==> src/pkg/swc_defines.vh <==
`ifndef SWC_DEFINES_VH
`define SWC_DEFINES_VH

// register byte offsets
`define SWC_OFF_WAIT_SEL     8'h00
`define SWC_OFF_PROC_CLK     8'h04
`define SWC_OFF_STATUS       8'h08

// wait_select_register layout
`define SWC_WAIT_SEL_W       4
`define SWC_WAIT_SEL_RST     4'h0
`define SWC_WAIT_CODE_20     3'h0
`define SWC_WAIT_CODE_17     3'h3
`define SWC_WAIT_CODE_15     3'h5
`define SWC_WAIT_CODE_13     3'h7

// processor_clock_control layout
`define SWC_PCC_RST          4'h0
`define SWC_PCC_STOP_BIT     3
`define SWC_PCC_HALT_BIT     2

// status register layout
`define SWC_ST_KEY_BIT       0
`define SWC_ST_DOG_BIT       1
`define SWC_ST_WAIT_BIT      2
`define SWC_ST_VEC_BIT       3
`define SWC_ST_SRC_LSB       8

// wait lengths in oscillator periods; one period is one clock cycle
`define SWC_CNT_W            21
`define SWC_WAIT_P20         21'h10_0000
`define SWC_WAIT_P17         21'h02_0000
`define SWC_WAIT_P15         21'h00_8000
`define SWC_WAIT_P13         21'h00_2000
`define SWC_WAIT_FIX_IRQ     21'h00_0200
`define SWC_WAIT_FIX_RST     21'h00_0038

// instructions run before a vectored interrupt after wake-up
`define SWC_VEC_DEFER        2'h2

`endif

==> src/rtl/swc_fall_detect.v <==
`default_nettype none

// registered falling-edge detector; inputs are already synchronous
module swc_fall_detect #(
   parameter W = 4
) (
   input  wire         clock,
   input  wire         srst,
   input  wire [W-1:0] level,
   output reg  [W-1:0] fall
);

   reg [W-1:0] prev_q;

   always @(posedge clock) begin
      if (srst) begin
         prev_q <= {W{1'b1}};
         fall   <= {W{1'b0}};
      end else begin
         prev_q <= level;
         fall   <= prev_q & ~level;
      end
   end

endmodule

`default_nettype wire

==> src/rtl/swc_wait_counter.v <==
`default_nettype none

// stabilisation counter; advances only while the oscillator is running
module swc_wait_counter #(
   parameter W = 21
) (
   input  wire         clock,
   input  wire         srst,
   input  wire         start,
   input  wire         run,
   input  wire [W-1:0] limit,
   output reg          done
);

   reg [W-1:0] cnt_q;
   reg [W-1:0] lim_q;
   reg         busy_q;

   always @(posedge clock) begin
      if (srst) begin
         cnt_q  <= {W{1'b0}};
         lim_q  <= {W{1'b0}};
         busy_q <= 1'b0;
         done   <= 1'b0;
      end else if (start) begin
         cnt_q  <= {W{1'b0}};
         lim_q  <= limit;
         busy_q <= 1'b1;
         done   <= 1'b0;
      end else if (busy_q && run) begin
         cnt_q <= cnt_q + {{(W-1){1'b0}}, 1'b1};
         if (cnt_q + {{(W-1){1'b0}}, 1'b1} >= lim_q) begin
            busy_q <= 1'b0;
            done   <= 1'b1;
         end
      end else begin
         done <= 1'b0;
      end
   end

endmodule

`default_nettype wire

==> src/rtl/swc_top.v <==
// The APB register port and the register offsets were decided locally.
`include "swc_defines.vh"
`default_nettype none

module swc_top #(
   parameter N_IRQ          = 4,
   parameter TESTABLE_IDX   = 2,
   parameter N_KEY          = 4,
   parameter VARIABLE_WAIT  = 1,
   parameter RESET_WAIT_LONG = 1,
   parameter [20:0] WAIT_20 = `SWC_WAIT_P20,
   parameter [20:0] WAIT_17 = `SWC_WAIT_P17,
   parameter [20:0] WAIT_15 = `SWC_WAIT_P15,
   parameter [20:0] WAIT_13 = `SWC_WAIT_P13
) (
   input  wire             clock,
   input  wire             srst,
   input  wire [7:0]       paddr,
   input  wire             psel,
   input  wire             penable,
   input  wire             pwrite,
   input  wire [31:0]      pwdata,
   output reg  [31:0]      prdata,
   output reg              pready,
   output reg              pslverr,
   input  wire             stop_exec,
   input  wire             halt_exec,
   input  wire             instr_retired,
   input  wire [N_IRQ-1:0] irq_flags,
   input  wire [N_IRQ-1:0] interrupt_enable_flag,
   input  wire             global_interrupt_enable,
   input  wire             reset_pin_n,
   input  wire [N_KEY-1:0] key_return_input,
   input  wire             key_reset_enable_pin,
   input  wire             dog_overflow_set,
   input  wire             osc_ready,
   output reg              osc_run,
   output reg              cpu_clk_en,
   output reg              core_reset,
   output reg              vector_take,
   output reg              resume_inline,
   output reg  [N_IRQ-1:0] wake_source,
   output reg              key_wake_flag,
   output reg              dog_overflow_flag
);

   localparam [7:0] S_RUN    = 8'h01;
   localparam [7:0] S_HALT   = 8'h02;
   localparam [7:0] S_STOP   = 8'h04;
   localparam [7:0] S_RST    = 8'h08;
   localparam [7:0] S_OSCUP  = 8'h10;
   localparam [7:0] S_WAIT   = 8'h20;
   localparam [7:0] S_RESUME = 8'h40;
   localparam [7:0] S_DEFER  = 8'h80;

   localparam CW = `SWC_CNT_W;

   reg  [7:0]                  state_q;
   reg  [`SWC_WAIT_SEL_W-1:0]  wait_sel_q;
   reg  [3:0]                  pcc_q;
   reg                         rst_kind_q;
   reg  [1:0]                  defer_q;
   reg                         cnt_start_q;
   reg  [CW-1:0]               cnt_limit_q;
   wire                        cnt_done;
   wire [N_KEY-1:0]            key_fall;
   wire [N_IRQ-1:0]            pending;
   reg  [N_IRQ-1:0]            first_pend;
   reg  [CW-1:0]               irq_wait;
   wire [CW-1:0]               rst_wait;
   wire                        key_reset;
   wire                        wr_en;
   wire                        rd_en;
   wire                        mapped;
   wire                        sw_clr_key;
   wire                        sw_clr_dog;
   integer                     i;

   // only sources whose enable is set can count as a wake-up
   assign pending   = irq_flags & interrupt_enable_flag;
   assign key_reset = (state_q == S_STOP) && key_reset_enable_pin && (|key_fall);

   // lowest index wins when several enabled requests arrive together
   always @* begin
      first_pend = {N_IRQ{1'b0}};
      for (i = N_IRQ - 1; i >= 0; i = i - 1) begin
         if (pending[i]) begin
            first_pend = {N_IRQ{1'b0}};
            first_pend[i] = 1'b1;
         end
      end
   end

   // interrupt-wake wait: variable select code or fixed length
   always @* begin
      if (VARIABLE_WAIT != 0) begin
         case (wait_sel_q[2:0])
            `SWC_WAIT_CODE_17: irq_wait = WAIT_17;
            `SWC_WAIT_CODE_15: irq_wait = WAIT_15;
            `SWC_WAIT_CODE_13: irq_wait = WAIT_13;
            // prohibited codes fall back to the longest, safest wait
            default:           irq_wait = WAIT_20;
         endcase
      end else begin
         irq_wait = `SWC_WAIT_FIX_IRQ;
      end
   end

   // reset-release wait is a build-time choice, not software selectable
   assign rst_wait = (VARIABLE_WAIT == 0) ? `SWC_WAIT_FIX_RST :
                     (RESET_WAIT_LONG != 0) ? WAIT_17 : WAIT_15;

   swc_fall_detect #(
      .W (N_KEY)
   ) u_key_fall (
      .clock (clock),
      .srst  (srst),
      .level (key_return_input),
      .fall  (key_fall)
   );

   // counter advances only once the oscillator reports it is running
   swc_wait_counter #(
      .W (CW)
   ) u_wait (
      .clock (clock),
      .srst  (srst),
      .start (cnt_start_q),
      .run   (osc_ready & osc_run),
      .limit (cnt_limit_q),
      .done  (cnt_done)
   );

   // sequencer
   always @(posedge clock) begin
      if (srst) begin
         state_q       <= S_RUN;
         osc_run       <= 1'b1;
         cpu_clk_en    <= 1'b1;
         core_reset    <= 1'b0;
         vector_take   <= 1'b0;
         resume_inline <= 1'b0;
         wake_source   <= {N_IRQ{1'b0}};
         rst_kind_q    <= 1'b0;
         defer_q       <= 2'h0;
         cnt_start_q   <= 1'b0;
         cnt_limit_q   <= {CW{1'b0}};
      end else begin
         vector_take   <= 1'b0;
         resume_inline <= 1'b0;
         cnt_start_q   <= 1'b0;
         if (!reset_pin_n) begin
            // reset pin overrides every state and holds the core in reset
            state_q    <= S_RST;
            core_reset <= 1'b1;
            cpu_clk_en <= 1'b0;
            osc_run    <= 1'b1;
         end else begin
            case (state_q)
               S_RUN: begin
                  if (stop_exec) begin
                     state_q    <= S_STOP;
                     osc_run    <= 1'b0;
                     cpu_clk_en <= 1'b0;
                  end else if (halt_exec) begin
                     state_q    <= S_HALT;
                     cpu_clk_en <= 1'b0;
                  end
               end
               S_HALT: begin
                  if (|pending) begin
                     wake_source <= first_pend;
                     cpu_clk_en  <= 1'b1;
                     state_q     <= S_RESUME;
                  end
               end
               S_STOP: begin
                  if (key_reset) begin
                     // key reset is a pulse, so no pin hold: go straight to the wait
                     core_reset  <= 1'b1;
                     rst_kind_q  <= 1'b1;
                     osc_run     <= 1'b1;
                     cnt_limit_q <= rst_wait;
                     state_q     <= S_OSCUP;
                  end else if (|pending) begin
                     wake_source <= first_pend;
                     rst_kind_q  <= 1'b0;
                     osc_run     <= 1'b1;
                     cnt_limit_q <= irq_wait;
                     state_q     <= S_OSCUP;
                  end
               end
               S_RST: begin
                  rst_kind_q  <= 1'b1;
                  cnt_limit_q <= rst_wait;
                  state_q     <= S_OSCUP;
               end
               S_OSCUP: begin
                  cnt_start_q <= 1'b1;
                  state_q     <= S_WAIT;
               end
               S_WAIT: begin
                  if (cnt_done) begin
                     cpu_clk_en <= 1'b1;
                     if (rst_kind_q) begin
                        core_reset <= 1'b0;
                        state_q    <= S_RUN;
                     end else begin
                        state_q <= S_RESUME;
                     end
                  end
               end
               S_RESUME: begin
                  if (global_interrupt_enable && !wake_source[TESTABLE_IDX]) begin
                     defer_q <= 2'h0;
                     state_q <= S_DEFER;
                  end else begin
                     // request flag is left untouched for the inline path
                     resume_inline <= 1'b1;
                     state_q       <= S_RUN;
                  end
               end
               S_DEFER: begin
                  if (defer_q == `SWC_VEC_DEFER) begin
                     vector_take <= 1'b1;
                     state_q     <= S_RUN;
                  end else if (instr_retired) begin
                     defer_q <= defer_q + 2'h1;
                  end
               end
               default: begin
                  state_q    <= S_RUN;
                  osc_run    <= 1'b1;
                  cpu_clk_en <= 1'b1;
                  core_reset <= 1'b0;
               end
            endcase
         end
      end
   end

   // apb slave: one wait cycle, registered answer; writes land on the completing edge
   assign wr_en  = psel && penable && pready && pwrite;
   assign rd_en  = psel && penable && !pready && !pwrite;
   assign mapped = (paddr == `SWC_OFF_WAIT_SEL) || (paddr == `SWC_OFF_PROC_CLK) ||
                   (paddr == `SWC_OFF_STATUS);
   assign sw_clr_key = wr_en && (paddr == `SWC_OFF_STATUS) && pwdata[`SWC_ST_KEY_BIT];
   assign sw_clr_dog = wr_en && (paddr == `SWC_OFF_STATUS) && pwdata[`SWC_ST_DOG_BIT];

   always @(posedge clock) begin
      if (srst) begin
         pready  <= 1'b0;
         pslverr <= 1'b0;
         prdata  <= 32'h0000_0000;
      end else begin
         pready  <= psel && penable && !pready;
         pslverr <= psel && penable && !pready && !mapped;
         prdata  <= 32'h0000_0000;
         if (rd_en) begin
            case (paddr)
               `SWC_OFF_WAIT_SEL: prdata[`SWC_WAIT_SEL_W-1:0] <= wait_sel_q;
               `SWC_OFF_PROC_CLK: prdata[3:0] <= pcc_q;
               `SWC_OFF_STATUS: begin
                  prdata[`SWC_ST_KEY_BIT] <= key_wake_flag;
                  prdata[`SWC_ST_DOG_BIT] <= dog_overflow_flag;
                  prdata[`SWC_ST_WAIT_BIT] <= (state_q == S_WAIT) || (state_q == S_OSCUP);
                  prdata[`SWC_ST_VEC_BIT] <= (state_q == S_DEFER);
                  prdata[`SWC_ST_SRC_LSB +: N_IRQ] <= wake_source;
               end
               default: prdata <= 32'h0000_0000;
            endcase
         end
      end
   end

   // software-visible registers
   always @(posedge clock) begin
      if (srst) begin
         wait_sel_q <= `SWC_WAIT_SEL_RST;
         pcc_q      <= `SWC_PCC_RST;
      end else begin
         if (wr_en && (paddr == `SWC_OFF_WAIT_SEL)) begin
            wait_sel_q <= pwdata[`SWC_WAIT_SEL_W-1:0];
         end
         if (wr_en && (paddr == `SWC_OFF_PROC_CLK)) begin
            pcc_q[1:0] <= pwdata[1:0];
         end
         if (!reset_pin_n) begin
            pcc_q <= `SWC_PCC_RST;
         end else if (state_q == S_RUN && stop_exec) begin
            pcc_q[`SWC_PCC_STOP_BIT] <= 1'b1;
         end else if (state_q == S_RUN && halt_exec) begin
            pcc_q[`SWC_PCC_HALT_BIT] <= 1'b1;
         end else if (state_q == S_RESUME || (state_q == S_WAIT && cnt_done && rst_kind_q)) begin
            pcc_q[`SWC_PCC_STOP_BIT] <= 1'b0;
            pcc_q[`SWC_PCC_HALT_BIT] <= 1'b0;
         end
      end
   end

   // wake cause flags: hardware set beats any clear in the same cycle
   always @(posedge clock) begin
      if (srst) begin
         key_wake_flag     <= 1'b0;
         dog_overflow_flag <= 1'b0;
      end else begin
         if (key_reset) begin
            key_wake_flag <= 1'b1;
         end else if (!reset_pin_n || sw_clr_key) begin
            key_wake_flag <= 1'b0;
         end
         // a key reset leaves the watchdog flag as it was
         if (dog_overflow_set) begin
            dog_overflow_flag <= 1'b1;
         end else if (!reset_pin_n || sw_clr_dog) begin
            dog_overflow_flag <= 1'b0;
         end
      end
   end

endmodule

`default_nettype wire

==> config.mk <==
export PLATFORM = sky130hd
export DESIGN_NAME = swc_top
export DESIGN_NICKNAME = d
export VERILOG_FILES = /design/src/rtl/swc_fall_detect.v /design/src/rtl/swc_wait_counter.v /design/src/rtl/swc_top.v
export VERILOG_INCLUDE_DIRS = /design/src /design/src/pkg
export SDC_FILE = /design/constraint.sdc
export NUM_CORES = 1
export LEC_CHECK = 0
export ABC_CLOCK_PERIOD_IN_PS = 4900
export BUFFER_PORTS_ARGS = -buffer_cell sky130_fd_sc_hd__buf_4
export CAP_MARGIN = 20
export CORE_MARGIN = 5
export CORE_UTILIZATION = 55
export DETAILED_ROUTE_END_ITERATION = 8
export PLACE_DENSITY = 0.94
export SYNTH_ARGS = -nofsm -noshare
export SYNTH_HDL_FRONTEND = slang
export SYNTH_SLANG_ARGS = --single-unit
==> constraint.sdc <==
create_clock -name clock -period 4.9 [get_ports clock]
set_clock_uncertainty 0.1 [all_clocks]
set_input_delay 0 -clock clock [delete_from_list [all_inputs] [get_ports clock]]
set_output_delay 0 -clock clock [all_outputs]
set_load 0.05 [all_outputs]
==> results.rst <==
.. list-table::
   :header-rows: 1

   * - Metric
     - Value
   * - Worst vdd rail ir drop
     - 0.000201 V
   * - Buffer levels on the longest clock path
     - 2
   * - Syn Std Cell Area
     - 0.00423 sq mm
   * - Worst-case setup slack after placement
     - 1930 ps
   * - Hold-fix buffers at CTS
     - 34
   * - Final count of pins violating max slew
     - 0
   * - Number of CTS-inserted buffers
     - 9
   * - Post-DRT Antenna Nets
     - 0
   * - Ports
     - 110
   * - Aggregate global-route resource usage
     - 0.242
   * - Simple logic cell fraction of the synthesized area
     - 0.303
   * - Final Hold Violating Endpoints
     - 0
   * - Min-delay worst type
     - in -> reg
   * - DRT Wirelength
     - 11,700 um
   * - Max-Cap Viols
     - 0
   * - Slew @ Worst Pin
     - 742 ps
   * - Die width
     - 97.7 um
   * - Fin crit share
     - 0.619
   * - EDFF count, synth
     - 0
   * - Root Driver
     - sky130_fd_sc_hd__clkbuf_8
   * - Starting density of the core
     - 0.556
   * - Critical path launch point type
     - flop
   * - Busiest grt layer
     - met2
   * - Clock insertion delay at the later pin of the skew report
     - 350 ps
   * - Largest net degree at the start of global routing
     - 35
   * - Syn Inst Count
     - 509
   * - Total of buffers placed on input and output ports
     - 57
   * - Total iterations of the first detailed-routing run
     - 6
   * - Warnings from Yosys
     - 0
   * - Leakage power
     - 2.07 nW
   * - Max Fanout on Critical Path
     - 8
   * - Number of library cell types mapped by synthesis
     - 59
   * - Fraction of layout cells with a size suffix above 1
     - 0.160
   * - Avg Vias per Cell
     - 5.95
   * - Crit path time final
     - 3030 ps
   * - H-tree levels
     - 3
   * - Count of state elements after synthesis
     - 80
   * - Area share of the leading cell type in the synthesized netlist
     - 0.379
   * - Clock-pin slew reported for the worst setup and hold paths after clock tree synthesis
     - 80 ps
   * - Combinational family with the most area after synthesis
     - simple AND/OR/NAND/NOR gates
   * - Unrepaired setup endpoints after global routing
     - false
   * - Mean instance size in the synthesized netlist
     - 8.30 sq um
   * - Total of endpoints with negative setup slack in the final report
     - 0
   * - Cell type contributing the most total cell area after synthesis
     - sky130_fd_sc_hd__dfxtp_1
   * - Routability cong.
     - 0.929
   * - Detailed Route Iter0 Violations
     - 351
   * - Global routing met1 resource utilization
     - 0.255
   * - Leading post-synthesis cells by cell area
     - sky130_fd_sc_hd__dfxtp_1 38%, sky130_fd_sc_hd__nor2_1 7.1%, sky130_fd_sc_hd__buf_4 4.4%
   * - Portion of netlist area occupied by mux cells
     - 0.0453
   * - First-pass GRT wire length
     - 18,900 um
   * - Setup total negative slack
     - 0 ps
   * - Die Y-Extent
     - 97.7 um
   * - Final setup margin
     - 1870 ps
   * - Xor and xnor area share after synthesis
     - 0.0684
   * - Half-perimeter wire length of the detailed placement result
     - 7200 um
   * - GRT met3 Usage
     - 0.0617
   * - CP arrival
     - 3160 ps
   * - Req. time, crit path
     - 5030 ps
   * - Kind of capture point of the worst setup path
     - flop
   * - Main flop type after synthesis
     - sky130_fd_sc_hd__dfxtp_1
   * - Proportion of register bits with asynchronous set or reset after synthesis
     - 0
   * - Total via count after detailed routing
     - 4,113
   * - Placed cell area
     - 0.00457 sq mm
   * - Synth Area in Compound Gates
     - 0.0971
   * - Aggregate global routing overflow
     - 0
   * - CTS tree
     - done
   * - Global routing met2 resource utilization
     - 0.428
   * - Worst slew margin relative to its limit
     - 0.501
   * - List of most frequent post-synthesis cells
     - 80 x sky130_fd_sc_hd__dfxtp_1, 80 x sky130_fd_sc_hd__nor2_1, 38 x sky130_fd_sc_hd__nand2_1
   * - Floorplan die area
     - 0.00954 sq mm
   * - Final non-filler cell area
     - 0.00510 sq mm
   * - Result of the run
     - complete, no violations
   * - Post-detailed-route DRC marker count
     - 0
   * - Average wire per standard cell
     - 17.0 um
   * - CORE AREA
     - 0.00761 sq mm
   * - Max frequency
     - 0.330 GHz
   * - Antenna violations before repair
     - 0
   * - Standard-cell rows
     - 32
   * - Adder-cell area share of the yosys netlist
     - 0.0207
   * - Setup CP Type
     - reg -> reg
   * - Clock Sinks
     - 80
   * - Total power divided by cell area
     - 259 mW/mm^2
   * - Vias in the first global route
     - 3,985
   * - Portion of the post-synthesis area used by sequential elements
     - 0.379
   * - Final net count
     - 656
   * - # diodes
     - 0
   * - # resized after CTS
     - 0
   * - Area Overhead vs Synth
     - 20.7%
   * - Setup Buffers After CTS
     - 0
## per-stage QoR
step / std cells / hold slack [ps] / util / total power, mW
final: 691 / 46.3 / 0.671 / 1.32
after CTS: 691 / 8.99 / 0.671 / 1.31
after detailed placement: 641 / 104 / 0.601 / 0.834
after global placement: 641 / 101 / 0.601 / 0.830
after floorplan: 532 / 17.5 / - / 0.805
after global routing: 691 / 59.7 / 0.671 / 1.37
## routing by layer
metal / share of wire / wire length (um)
met5: 0 / 0
met4: 0.055 / 643
met3: 0.083 / 972
met2: 0.51 / 6020
met1: 0.35 / 4080
## path summary, 6_finish.rpt
kind,startpoint,cells after the start,slack [ps],end
worst max register to register,u_wait.cnt_q[0]$_SDFFE_PP0P_,10,1870,u_wait.done$_SDFFE_PP0P_
worst min register to register,u_key_fall.prev_q[0]$_SDFF_PP1_,2,310,u_key_fall.fall[0]$_SDFF_PP0_
worst min-delay path,psel,4,50,prdata[1]$_SDFF_PP0_
worst max-delay path,u_wait.cnt_q[0]$_SDFFE_PP0P_,10,1870,u_wait.done$_SDFFE_PP0P_
## cell usage in the layout, fill, tap and decap left out, drive strengths merged, types with 12 or more instances in the layout
cell / count
a21oi: 23
nand3: 17
conb: 24
mux2i: 18
nand4: 12
nor2: 80
nor3: 13
inv: 18
nor4: 13
dfxtp: 80
dlygate4sd3: 34
buf: 57
o21ai: 13
nand2: 38
xnor2: 17
xor2: 16
## registers in the layout, indices dropped and copies added (netlist names), 2 cells and up
| name | count |
|---|---|
| prdata | 8 |
| u_key_fall.prev_q | 4 |
| wake_source | 4 |
| wait_sel_q | 4 |
| cnt_limit_q | 4 |
| defer_q | 2 |
| u_wait.lim_q | 4 |
| u_key_fall.fall | 4 |
| state_q | 8 |
| pcc_q | 4 |
| u_wait.cnt_q | 21 |
## critical path, stage by stage, from the launching register on
cell and delay (ps):
sky130_fd_sc_hd__dfxtp_1 460, sky130_fd_sc_hd__ha_1 360, sky130_fd_sc_hd__and3_1 270, sky130_fd_sc_hd__and4_1 340, sky130_fd_sc_hd__nand3_1 140, sky130_fd_sc_hd__xnor2_1 160, sky130_fd_sc_hd__ha_1 230, sky130_fd_sc_hd__or3_1 350
sky130_fd_sc_hd__mux2i_1 220, sky130_fd_sc_hd__and4b_1 220, sky130_fd_sc_hd__a211oi_1 70
## logic make-up (layout without fill, tap and decap cells)
| logic type | count (synthesis) | in the layout |
|---|---|---|
| DFF | 80 | 80 |
| muxes | 19 | 19 |
| AOI/OAI and AO/OA | 64 | 64 |
| buffers and inverters | 68 | 125 |
| adders and majority gates | 7 | 7 |
| other | 1 | 24 |
| xor gates and xnor gates | 33 | 33 |
| and+or+nand+nor | 237 | 237 |
## report_power, final
group / switching, mW / total, mW / internal [mW] / leakage, nW
clock network: 0.237 / 0.470 / 0.233 / 0.0920
registers: 0.0109 / 0.671 / 0.660 / 0.649
logic: 0.114 / 0.178 / 0.0637 / 1.33
total: 0.362 / 1.32 / 0.957 / 2.07
## layout make-up
cell class                      instances  area (sq um)
Sequential cell                        80          1600
Timing Repair Buffer                   91           768
Inverter                               18          67.6
Tap cell                              102           128
Clock inverter                          6          60.1
Fill cell                             513          2510
Clock buffer                           10           128
Multi-Input combinational cell        384          2350
No activity file was read; power rests on OpenSTA's default activity.
